### src/oneshot_pwt_pkg.sv
`default_nettype none
package oneshot_pwt_pkg;
  localparam int          DW           = 16;
  localparam int          AW           = 4;
  localparam logic [3:0]  ADDR_MODE    = 4'h0;
  localparam logic [3:0]  ADDR_CAPCTL  = 4'h1;
  localparam logic [3:0]  ADDR_OUTCTL  = 4'h2;
  localparam logic [3:0]  ADDR_EDGE    = 4'h3;
  localparam logic [3:0]  ADDR_COUNT   = 4'h4;
  localparam logic [3:0]  ADDR_CCA     = 4'h5;
  localparam logic [3:0]  ADDR_CCB     = 4'h6;
  localparam logic [3:0]  ADDR_IRQSTAT = 4'h7;
  localparam logic [3:0]  ADDR_IRQMASK = 4'h8;
  // Mode control: mode select in bits 3:2, overflow flag in bit 0.
  localparam int          MODE_LO_BIT  = 2;
  localparam int          MODE_HI_BIT  = 3;
  localparam int          OVF_BIT      = 0;
  localparam logic [1:0]  MODE_STOP    = 2'h0;
  localparam logic [1:0]  MODE_FREE    = 2'h1;
  localparam logic [1:0]  MODE_EDGECLR = 2'h2;
  localparam logic [1:0]  MODE_PPG     = 2'h3;
  // Output control.
  localparam int          TOE_BIT      = 0;
  localparam int          OSPE_BIT     = 5;
  localparam int          OST_BIT      = 6;
  // Capture control.
  localparam int          CCA_CAP_BIT  = 0;
  localparam int          CCA_OPP_BIT  = 1;
  localparam int          CCB_CAP_BIT  = 2;
  // Edge select: bits 1:0 input a, bits 3:2 input b.
  localparam logic [1:0]  EDGE_FALL    = 2'h0;
  localparam logic [1:0]  EDGE_RISE    = 2'h1;
  localparam logic [1:0]  EDGE_BOTH    = 2'h3;
  localparam int          IRQ_A_BIT    = 0;
  localparam int          IRQ_B_BIT    = 1;
  localparam logic [15:0] ZERO16       = 16'h0000;
  localparam logic [15:0] MAX16        = 16'hffff;
  localparam logic [1:0]  ZERO2        = 2'h0;
  typedef struct packed {
    logic          wr;
    logic          rd;
    logic [AW-1:0] addr;
    logic [DW-1:0] wdata;
  } reg_req_t;
endpackage
`default_nettype wire

### src/oneshot_pulse_width_timer.sv
// Implementation choices: strobed register access and the address map.
`default_nettype none
// Summary of operation
// - One-shot works in mode 01 or 10 with the one-shot enable bit set.
// - Soft trigger or valid edge on input a restarts counter, emits one pulse.
// - Counter equal to register a raises interrupt a and toggles the output.
// - Counter equal to register b raises interrupt b and toggles the output.
// - Pulse starts M+1 cycles after trigger and lasts N-M cycles.
// - Pulse generation period is M+1 cycles, duty (N+1)/(M+1).
// - Free-run: edge on a captures into b, edge on b captures into a.
// - Single-input free-run: opposite edge captures a, valid edge captures b.
// - Mode 10: opposite edge captures a; valid edge captures b, clears counter.
// - Overflow shows in mode bit 0; software checks it and clears it.
// - Free-run counter wraps after FFFFH and sets the overflow flag.
module oneshot_pulse_width_timer (
  input  wire logic                        mclk,
  input  wire logic                        srst,
  input  wire oneshot_pwt_pkg::reg_req_t   bus_req,
  output logic [oneshot_pwt_pkg::DW-1:0]   rd_data,
  input  wire logic                        capture_input_a,
  input  wire logic                        capture_input_b,
  output logic                             timer_output_pin,
  output logic                             irq
);
  localparam int DW = oneshot_pwt_pkg::DW;

  logic [1:0]    sync1_reg;
  logic [1:0]    sync2_reg;
  logic [1:0]    prev_reg;
  logic [DW-1:0] cnt_reg;
  logic [DW-1:0] cca_reg;
  logic [DW-1:0] ccb_reg;
  logic [1:0]    mode_reg;
  logic          ovf_reg;
  logic [2:0]    capctl_reg;
  logic          toe_reg;
  logic          ospe_reg;
  logic [3:0]    edge_reg;
  logic [1:0]    stat_reg;
  logic [1:0]    mask_reg;
  logic          armed_reg;
  logic          first_reg;

  // Inputs from the pins are resynchronised before any edge logic sees them.
  genvar gi;
  generate
    for (gi = 0; gi < 2; gi++) begin : g_sync
      always_ff @(posedge mclk) begin
        if (srst) begin
          sync1_reg[gi] <= 1'b0;
          sync2_reg[gi] <= 1'b0;
          prev_reg[gi]  <= 1'b0;
        end else begin
          sync1_reg[gi] <= gi == 0 ? capture_input_a : capture_input_b;
          sync2_reg[gi] <= sync1_reg[gi];
          prev_reg[gi]  <= sync2_reg[gi];
        end
      end
    end
  endgenerate

  function automatic logic edge_hit(input logic [1:0] sel, input logic r, input logic f);
    edge_hit = (sel == oneshot_pwt_pkg::EDGE_RISE) ? r :
               (sel == oneshot_pwt_pkg::EDGE_FALL) ? f :
               (sel == oneshot_pwt_pkg::EDGE_BOTH) ? (r | f) : 1'b0;
  endfunction

  // A pin edge reaches the capture logic two clocks after the pin moves and is stored on the third.
  wire [1:0] rise_w = sync2_reg & ~prev_reg;
  wire [1:0] fall_w = ~sync2_reg & prev_reg;
  wire valid_a = edge_hit(edge_reg[1:0], rise_w[0], fall_w[0]);
  wire valid_b = edge_hit(edge_reg[3:2], rise_w[1], fall_w[1]);
  // With both edges selected there is no opposite phase left to capture on.
  wire opp_a = (edge_reg[1:0] == oneshot_pwt_pkg::EDGE_RISE) ? fall_w[0] :
               (edge_reg[1:0] == oneshot_pwt_pkg::EDGE_FALL) ? rise_w[0] : 1'b0;

  wire running = mode_reg != oneshot_pwt_pkg::MODE_STOP;
  wire meas    = (mode_reg == oneshot_pwt_pkg::MODE_FREE) ||
                 (mode_reg == oneshot_pwt_pkg::MODE_EDGECLR);
  wire is_ppg  = mode_reg == oneshot_pwt_pkg::MODE_PPG;
  wire os_mode = meas && ospe_reg;

  wire wr_hit_w = bus_req.wr;
  wire wr_mode  = wr_hit_w && bus_req.addr == oneshot_pwt_pkg::ADDR_MODE;
  wire wr_cap   = wr_hit_w && bus_req.addr == oneshot_pwt_pkg::ADDR_CAPCTL;
  wire wr_out   = wr_hit_w && bus_req.addr == oneshot_pwt_pkg::ADDR_OUTCTL;
  wire wr_edge  = wr_hit_w && bus_req.addr == oneshot_pwt_pkg::ADDR_EDGE;
  wire wr_cca   = wr_hit_w && bus_req.addr == oneshot_pwt_pkg::ADDR_CCA;
  wire wr_ccb   = wr_hit_w && bus_req.addr == oneshot_pwt_pkg::ADDR_CCB;
  wire wr_stat  = wr_hit_w && bus_req.addr == oneshot_pwt_pkg::ADDR_IRQSTAT;
  wire wr_mask  = wr_hit_w && bus_req.addr == oneshot_pwt_pkg::ADDR_IRQMASK;

  wire soft_trig = wr_out && bus_req.wdata[oneshot_pwt_pkg::OST_BIT];
  wire os_trig   = os_mode && (soft_trig || valid_a);
  wire edge_clr  = (mode_reg == oneshot_pwt_pkg::MODE_EDGECLR) && valid_a;

  wire cca_is_cap = capctl_reg[oneshot_pwt_pkg::CCA_CAP_BIT];
  wire ccb_is_cap = capctl_reg[oneshot_pwt_pkg::CCB_CAP_BIT];
  wire cca_opp    = capctl_reg[oneshot_pwt_pkg::CCA_OPP_BIT];
  wire cap_b   = meas && ccb_is_cap && valid_a;
  wire cap_a   = meas && cca_is_cap && (cca_opp ? opp_a : valid_b);

  wire match_a = running && !cca_is_cap && cnt_reg == cca_reg;
  wire match_b = running && !ccb_is_cap && cnt_reg == ccb_reg;
  wire wrap    = running && cnt_reg == oneshot_pwt_pkg::MAX16;
  wire cnt_clr = os_trig || edge_clr || (is_ppg && match_a);

  // Mode 00 parks the counter at zero, so every start begins from 0000H.
  // This costs a clear on each stop but keeps measured widths free of old counts.
  wire [DW-1:0] cnt_next = !running ? oneshot_pwt_pkg::ZERO16 :
                           cnt_clr  ? oneshot_pwt_pkg::ZERO16 : DW'(cnt_reg + 1'b1);
  wire ovf_set  = wrap && !cnt_clr;
  wire ovf_next = ovf_set || (ovf_reg && !(wr_mode && !bus_req.wdata[oneshot_pwt_pkg::OVF_BIT]));

  // Interrupt a is withheld for opposite-phase captures into register a.
  wire [1:0] irq_evt  = {match_b || cap_b, match_a || (cap_a && !cca_opp)};
  wire [1:0] clr_w    = wr_stat ? bus_req.wdata[1:0] : oneshot_pwt_pkg::ZERO2;
  wire [1:0] stat_next = irq_evt | (stat_reg & ~clr_w);
  wire [1:0] mask_next = wr_mask ? bus_req.wdata[1:0] : mask_reg;

  // Toggles in one-shot only while a pulse is pending, so a wrapping counter
  // cannot produce a second pulse.
  wire tog_en   = toe_reg && (!os_mode || armed_reg);
  wire n_tog    = tog_en && (match_a ^ match_b);
  wire ppg_out  = match_a ? 1'b1 : match_b ? 1'b0 : timer_output_pin;
  wire out_next = !toe_reg ? 1'b0 :
                  is_ppg   ? ppg_out :
                  n_tog    ? ~timer_output_pin : timer_output_pin;
  wire os_match = os_mode && armed_reg && (match_a || match_b);

  function automatic logic [DW-1:0] pad(input logic [DW-1:0] v);
    pad = v;
  endfunction

  // Read data stay at zero outside the cycle after a read strobe.
  wire [DW-1:0] rd_next =
    bus_req.addr == oneshot_pwt_pkg::ADDR_MODE    ? pad({12'h000, mode_reg, 1'b0, ovf_reg}) :
    bus_req.addr == oneshot_pwt_pkg::ADDR_CAPCTL  ? pad({13'h0000, capctl_reg}) :
    bus_req.addr == oneshot_pwt_pkg::ADDR_OUTCTL  ? pad({10'h000, ospe_reg, 4'h0, toe_reg}) :
    bus_req.addr == oneshot_pwt_pkg::ADDR_EDGE    ? pad({12'h000, edge_reg}) :
    bus_req.addr == oneshot_pwt_pkg::ADDR_COUNT   ? cnt_reg :
    bus_req.addr == oneshot_pwt_pkg::ADDR_CCA     ? cca_reg :
    bus_req.addr == oneshot_pwt_pkg::ADDR_CCB     ? ccb_reg :
    bus_req.addr == oneshot_pwt_pkg::ADDR_IRQSTAT ? pad({14'h0000, stat_reg}) :
    bus_req.addr == oneshot_pwt_pkg::ADDR_IRQMASK ? pad({14'h0000, mask_reg}) :
                                                    oneshot_pwt_pkg::ZERO16;

  always_ff @(posedge mclk) begin
    if (srst) begin
      mode_reg   <= oneshot_pwt_pkg::MODE_STOP;
      capctl_reg <= 3'h0;
      toe_reg    <= 1'b0;
      ospe_reg   <= 1'b0;
      edge_reg   <= 4'h0;
      mask_reg   <= oneshot_pwt_pkg::ZERO2;
    end else begin
      if (wr_mode) begin
        mode_reg <= bus_req.wdata[oneshot_pwt_pkg::MODE_HI_BIT:oneshot_pwt_pkg::MODE_LO_BIT];
      end
      if (wr_cap) begin
        capctl_reg <= bus_req.wdata[2:0];
      end
      if (wr_out) begin
        toe_reg  <= bus_req.wdata[oneshot_pwt_pkg::TOE_BIT];
        ospe_reg <= bus_req.wdata[oneshot_pwt_pkg::OSPE_BIT];
      end
      if (wr_edge) begin
        edge_reg <= bus_req.wdata[3:0];
      end
      mask_reg <= mask_next;
    end
  end

  // A capture in the same cycle as a software write wins the register.
  always_ff @(posedge mclk) begin
    if (srst) begin
      cca_reg <= oneshot_pwt_pkg::ZERO16;
      ccb_reg <= oneshot_pwt_pkg::ZERO16;
    end else begin
      cca_reg <= cap_a ? cnt_reg : wr_cca ? bus_req.wdata : cca_reg;
      ccb_reg <= cap_b ? cnt_reg : wr_ccb ? bus_req.wdata : ccb_reg;
    end
  end

  always_ff @(posedge mclk) begin
    if (srst) begin
      // The interrupt follows the next status and mask, so it rises with the status bit.
      cnt_reg  <= oneshot_pwt_pkg::ZERO16;
      ovf_reg  <= 1'b0;
      stat_reg <= oneshot_pwt_pkg::ZERO2;
      irq      <= 1'b0;
      rd_data  <= oneshot_pwt_pkg::ZERO16;
    end else begin
      cnt_reg  <= cnt_next;
      ovf_reg  <= ovf_next;
      stat_reg <= stat_next;
      irq      <= |(stat_next & mask_next);
      rd_data  <= bus_req.rd ? rd_next : oneshot_pwt_pkg::ZERO16;
    end
  end

  always_ff @(posedge mclk) begin
    if (srst) begin
      // Armed marks a pending one-shot; the first match sets first_reg.
      // The second match then disarms, so a wrapping counter cannot toggle again.
      timer_output_pin <= 1'b0;
      armed_reg        <= 1'b0;
      first_reg        <= 1'b0;
    end else begin
      timer_output_pin <= out_next;
      if (os_trig) begin
        armed_reg <= 1'b1;
        first_reg <= 1'b0;
      end else if (os_match) begin
        armed_reg <= !first_reg;
        first_reg <= 1'b1;
      end else if (!os_mode) begin
        armed_reg <= 1'b0;
      end
    end
  end
endmodule
`default_nettype wire

### config.mk
export PLATFORM = sky130hd
export DESIGN_NAME = oneshot_pulse_width_timer
export DESIGN_NICKNAME = d
export VERILOG_FILES = /design/src/oneshot_pwt_pkg.sv /design/src/oneshot_pulse_width_timer.sv
export SDC_FILE = /design/constraint.sdc
export NUM_CORES = 1
export LEC_CHECK = 0
export ABC_AREA = 1
export CORE_MARGIN = 2
export CORE_UTILIZATION = 45
export CTS_CLUSTER_DIAMETER = 150
export DETAILED_ROUTE_END_ITERATION = 8
export DONT_BUFFER_PORTS = 1
export SLEW_MARGIN = 30
export SYNTH_ARGS = -nofsm -noshare
export SYNTH_HDL_FRONTEND = slang
export SYNTH_SLANG_ARGS = --single-unit
### constraint.sdc
create_clock -name mclk -period 2.6 [get_ports mclk]
set_input_delay 0.26 -clock mclk [delete_from_list [all_inputs] [get_ports mclk]]
set_output_delay 0.26 -clock mclk [all_outputs]
set_load 0.02 [all_outputs]
* Yosys cells after proc, flatten, opt, wreduce, memory -nomap -nowiden
Index checks and enable logic that the tools add are counted.
Storage, ports and cells: output and inout bits 18, flip-flop bits (word level) 90, word-level logic and storage cells 155, input bits 26
Operators by class: add/subtract/negate cells 1, muxes and demuxes 31, reduce and logical (&&, ||, !) cells 63, equal/unequal tests 20, bitwise gates (word level) 15
Operators with widths (count):
- $mux 16 | 7
- $eq 16x16->1 | 2
- $logic_and 1x1->1 | 30
- $add 16x1->16 const B | 1
- $eq 16x16->1 const B | 1
- $eq 4x3->1 const B | 4
- $mux 1 | 16
- $mux 6 | 2
- $logic_or 1x1->1 | 9
- $and 2x2->2 | 4
- $eq 2x2->1 const B | 4
- $eq 4x2->1 const B | 2
- $logic_not 1->1 | 8
- $mux 2 | 4
- $mux 4 | 2
- $reduce_bool 2->1 | 4
- $reduce_or 2->1 | 4
- $eq 2x1->1 const B | 3
- $ne 3x1->1 const B | 2
- $not 2->2 | 3
- $reduce_or 3->1 | 2
- $reduce_or 6->1 | 1
- $eq 4x1->1 const B | 1
- $eq 4x4->1 const B | 1
- 8 further kinds | 13

* Logic depth before layout (Yosys ltp)
word-level depth 13, depth in mapped cells 14, depth with buffers taken out 14

* Worst setup path after synthesis
Ideal clock, no wire load.
path type register to register, start point register mode_reg[0], end point register timer_output_pin, path buffers 0, data arrival time 1764 ps, library setup time 113 ps, data required time 2487 ps, path slack 724 ps, cell stages (with the launch flop) 15, cell sequence dfxtp_1 inv_1 ha_1 inv_1 o21ai_0 nor2_1 nand2_1 nor2_1 nand2_1 ha_1 o2111ai_1 nand2_1 nor2_1 nor2_1 nor2_1
Between the ends: word-level cells in the longest chain between the ends 9
Ends and longest elaborated chain:
- from (decl) | line oneshot_pulse_width_timer.sv:33 | logic [1:0] mode_reg;
- from (signal assigned) | line oneshot_pulse_width_timer.sv:150 | mode_reg <= oneshot_pwt_pkg::MODE_STOP;
- from (signal assigned) | line oneshot_pulse_width_timer.sv:158 | mode_reg <= bus_req.wdata[oneshot_pwt_pkg::MODE_HI_BIT:oneshot_pwt_pkg::MODE_LO_BIT];
- $eq 2x1->1 or $eq 2x2->1 (tied branches) | line oneshot_pulse_width_timer.sv:78, oneshot_pulse_width_timer.sv:79
- $logic_or 1x1->1 | line oneshot_pulse_width_timer.sv:78 | wire meas = (mode_reg == oneshot_pwt_pkg::MODE_FREE) ||
- $logic_and 1x1->1 | line oneshot_pulse_width_timer.sv:81 | wire os_mode = meas && ospe_reg;
- $logic_not 1->1
- $logic_or 1x1->1 | line oneshot_pulse_width_timer.sv:123 | wire tog_en = toe_reg && (!os_mode || armed_reg);
- $logic_and 1x1->1 | line oneshot_pulse_width_timer.sv:123
- $logic_and 1x1->1 | line oneshot_pulse_width_timer.sv:124 | wire n_tog = tog_en && (match_a ^ match_b);
- $reduce_bool 2->1 (no line)
- $reduce_and 2->1 (no line)
- to (signal assigned) | line oneshot_pulse_width_timer.sv:210 | timer_output_pin <= out_next;
- to (decl) | line oneshot_pulse_width_timer.sv:22 | output logic timer_output_pin,
Parallel ways exist; a longest one is shown, timed or not. A chain may end at the register's enable or synchronous reset.

* Worst setup path in the final report
Ends and elaborated chain as after synthesis.

==> results by group <==
Critical path
  – Critical path origin: mode_reg[0]$_SDFFE_PP0P_
  – Reg-to-Reg End: timer_output_pin$_SDFFE_PP0P_
  – Critical Path End Type: flop
  – Crit path cell chain: inv_1, ha_1, inv_1, o21ai_0, nor2_1, nand2_1, nor2_1, nand2_1, ha_1, o2111ai_1, nand2_1, nor2_1, nor2_1, nor2_1
  – Worst path max stage delay: 380 ps
  – Crit-path max FO: 3
  – CP Data Arrival Time: around 2600 ps
  – Slowest CP cell: dfxtp_1
  – Crit path depth: 14
  – Req. time, crit path: 2910 ps
  – RR Startpoint: mode_reg[0]$_SDFFE_PP0P_
  – Crit Path Class: reg -> reg
  – FF-to-FF path depth: 14
  – Worst path bufs/invs: 2
  – Startpoint class of the critical path: flop
  – Critical Path Most Common Cell: nor2_1
  – Crit path to: timer_output_pin$_SDFFE_PP0P_
  – Top delay family on crit path: simple AND/OR/NAND/NOR gates
  – Worst reg2reg setup slack: around 350 ps

Timing
  – Setup TNS: 0 ps
  – Final period utilization: 0.864
  – Final Skew: 7.75 ps
  – Crit path time final: roughly 2200 ps
  – Final Max Slew Viols: 0
  – Worst slew pin tran: 645 ps
  – Worst slew margin: 0.570
  – Maximum clock rate: 445 MHz
  – Final Hold Vio Count: 0
  – # setup viols final: 0
  – RSZ-0062 raised after global routing: no

Die
  – Die width: 108 µm
  – Die Y: 108 µm
  – Placeable core area: around 10000 µm²
  – I/O pin total: between 40 and 50
  – Die ar.: roughly 12000 µm²
  – Initial Util: 0.466
  – Row count: 37

Synthesis
  – Ys async rst share: 0
  – Post-synthesis sequential area ratio: 0.373
  – Primary FF master, synth: dfxtp_1
  – Post-synthesis register bit count: 90
  – Syn Nets: 749
  – Syn Std Cell Area: around 4800 µm²
  – Mapped Avg Cell Area: 6.77 µm²
  – Syn Inst Count: between 700 and 800
  – Warnings, synthesis: 0
  – Synth unique cells: 40
  – EDFF count, synth: 0

Clock network
  – Clock buffer depth: 2
  – Root buf cell: clkbuf_8
  – CTS clk-pin slew, worst paths: 90 ps
  – CTS HTree Levels: 3
  – Worst skew pair latency: 380 ps
  – CTS Buf Count: 9
  – TritonCTS clock tree: yes
  – Postcts setup bufs: 0
  – Num Clock Sinks: 90

Finish
  – Layout cells sized above 1: 0.0772
  – Area of the multi-input gates: 2500 µm²
  – Nets@finish: 742
  – Layout area overhead: 6.50%
  – Fillcell total: 1112
  – # diodes: 0
  – Seq. cell area: 1800 µm²
  – Final std cells w/o fill: 848
  – Util after Layout: 0.496
  – Most common cell after layout, fill and taps aside: nand2_1
  – Commonest cells after routing, fill and taps aside: nand2_1, inv_1, dfxtp_1

Flow run
  – Max-cap viol count: 0

Detailed routing
  – Vias: 4714
  – Routed WL: approximately 14000 µm
  – Antenna viol nets, final: 0
  – DRT Pass-1 Iters: 6
  – DR WL/cell: 17.1 µm
  – Vias per cell: 5.56
  – # DRC: 0
  – Number of DRC markers in iteration 0: 360

Global routing
  – Tot GR Track Use: 0.261
  – Largest net degree at the start of global routing: 33
  – First-pass GRT wire length: 23000 µm
  – Number of global-route vias before repair: 4463
  – Antenna violations before repair: 0
  – GR Overflow Total: 0

Placement
  – Routability-driven placement congestion ratio: slightly above 0.9
  – DP Cell Count: 829
  – HPWL Detailed: 10100 µm
  – Count of input and output buffers: 0

Hold path
  – Min-delay worst type: in -> reg

Power
  – PwrDens: roughly 500 nW/µm²
  – Worst VDD drop: 0.344 mV
  – Leakage: 1.98 nW

Run status
  – Run status: finished, final reports clean
metal layers:
layer	wire, µm	GRT usage	vias up	part of all wire
li1	-	-	2315	-
met1	6350	0.342	2193	0.44
met2	6850	0.423	176	0.47
met3	983	0.0393	30	0.068
met4	315	0.117	0	0.022
met5	0	0	-	0
per-stage QoR:
stage | hold WS [ps] | worst slack [ps] | total power [mW] | instance area, µm²
6_report | 20.1 | 353 | 2.58 | 5150
5_1_grt | 33.7 | 41.1 | 2.68 | 5150
4_1_cts | 14.1 | 371 | 2.58 | 5140
3_5_place_dp | 336 | 391 | 1.58 | 4900
3_3_place_gp | 334 | 422 | 1.58 | 4900
2_1_floorplan | 367 | 724 | 1.55 | 4830
cell families after synthesis:
| logic type | Yosys count | share of synthesized area |
|---|---|---|
| adders and majority gates | 9 | 0.0233 |
| and+or+nand+nor | 308 | 0.277 |
| buffers and inverters | 129 | 0.111 |
| DFF | 90 | 0.373 |
| AOI/OAI and AO/OA | 169 | 0.199 |
| xor gates and xnor gates | 9 | 0.0163 |
worst min path at each step:
stage                          from                       end  slack (ps)  cells past startpoint
finish                   bus_req[5]     ospe_reg$_SDFFE_PP0N_          20                      2
global route            bus_req[10]  ccb_reg[10]$_SDFFE_PP0P_          30                      2
CTS                      bus_req[5]     ospe_reg$_SDFFE_PP0N_          10                      2
detailed placement             srst   sync1_reg[0]$_SDFF_PP0_         340                      1
global placement               srst   sync1_reg[0]$_SDFF_PP0_         330                      1
floorplan           capture_input_a   sync1_reg[0]$_SDFF_PP0_         370                      2
synthesized netlist by cell type, types with 2 or more instances:
master,n,area [µm²]
nand2_1,155,582
inv_1,93,349
dfxtp_1,90,1800
nor2_1,86,323
o21ai_0,84,420
a21oi_1,34,170
a311oi_1,16,140
nand3_1,16,80.1
o22ai_1,15,93.8
clkbuf_1,12,45.0
nor2_2,11,68.8
nor3_1,11,55.1
nand4_1,10,62.6
buf_2,9,45.0
ha_1,9,113
a31oi_1,7,43.8
buf_4,6,45.0
inv_2,6,22.5
xor2_1,6,52.6
nor2_4,4,45.0
o21ai_1,4,20.0
nand2_2,3,18.8
nand3_2,3,30.0
nor4_1,3,18.8
xnor2_1,3,26.3
a211oi_1,2,15.0
a21oi_2,2,17.5
nand3b_1,2,15.0
power by group:
| group | internal (mW) | switching (mW) | leakage, nW | total [mW] |
|---|---|---|---|---|
| clock network | 0.498 | 0.514 | 0.101 | 1.01 |
| registers | 1.39 | 0.0130 | 0.727 | 1.41 |
| logic | 0.0479 | 0.110 | 1.15 | 0.157 |
area by class of cell:
| class | count | share of cell area |
|---|---|---|
| Timing Repair Buffer | 12 | 0.0209 |
| Tap cell | 136 | 0.0331 |
| Inverter | 99 | 0.0722 |
| Clock inverter | 2 | 0.00681 |
| Sequential cell | 90 | 0.350 |
| Clock buffer | 14 | 0.0316 |
| Multi-Input combinational cell | 495 | 0.485 |
what timing repair did:
action,4_1_cts,5_1_grt
gates resized for setup,0,0
hold buffers,3,0
endpoints found under the hold margin,26,0
Note: power is estimated with default switching activity, not from simulation.
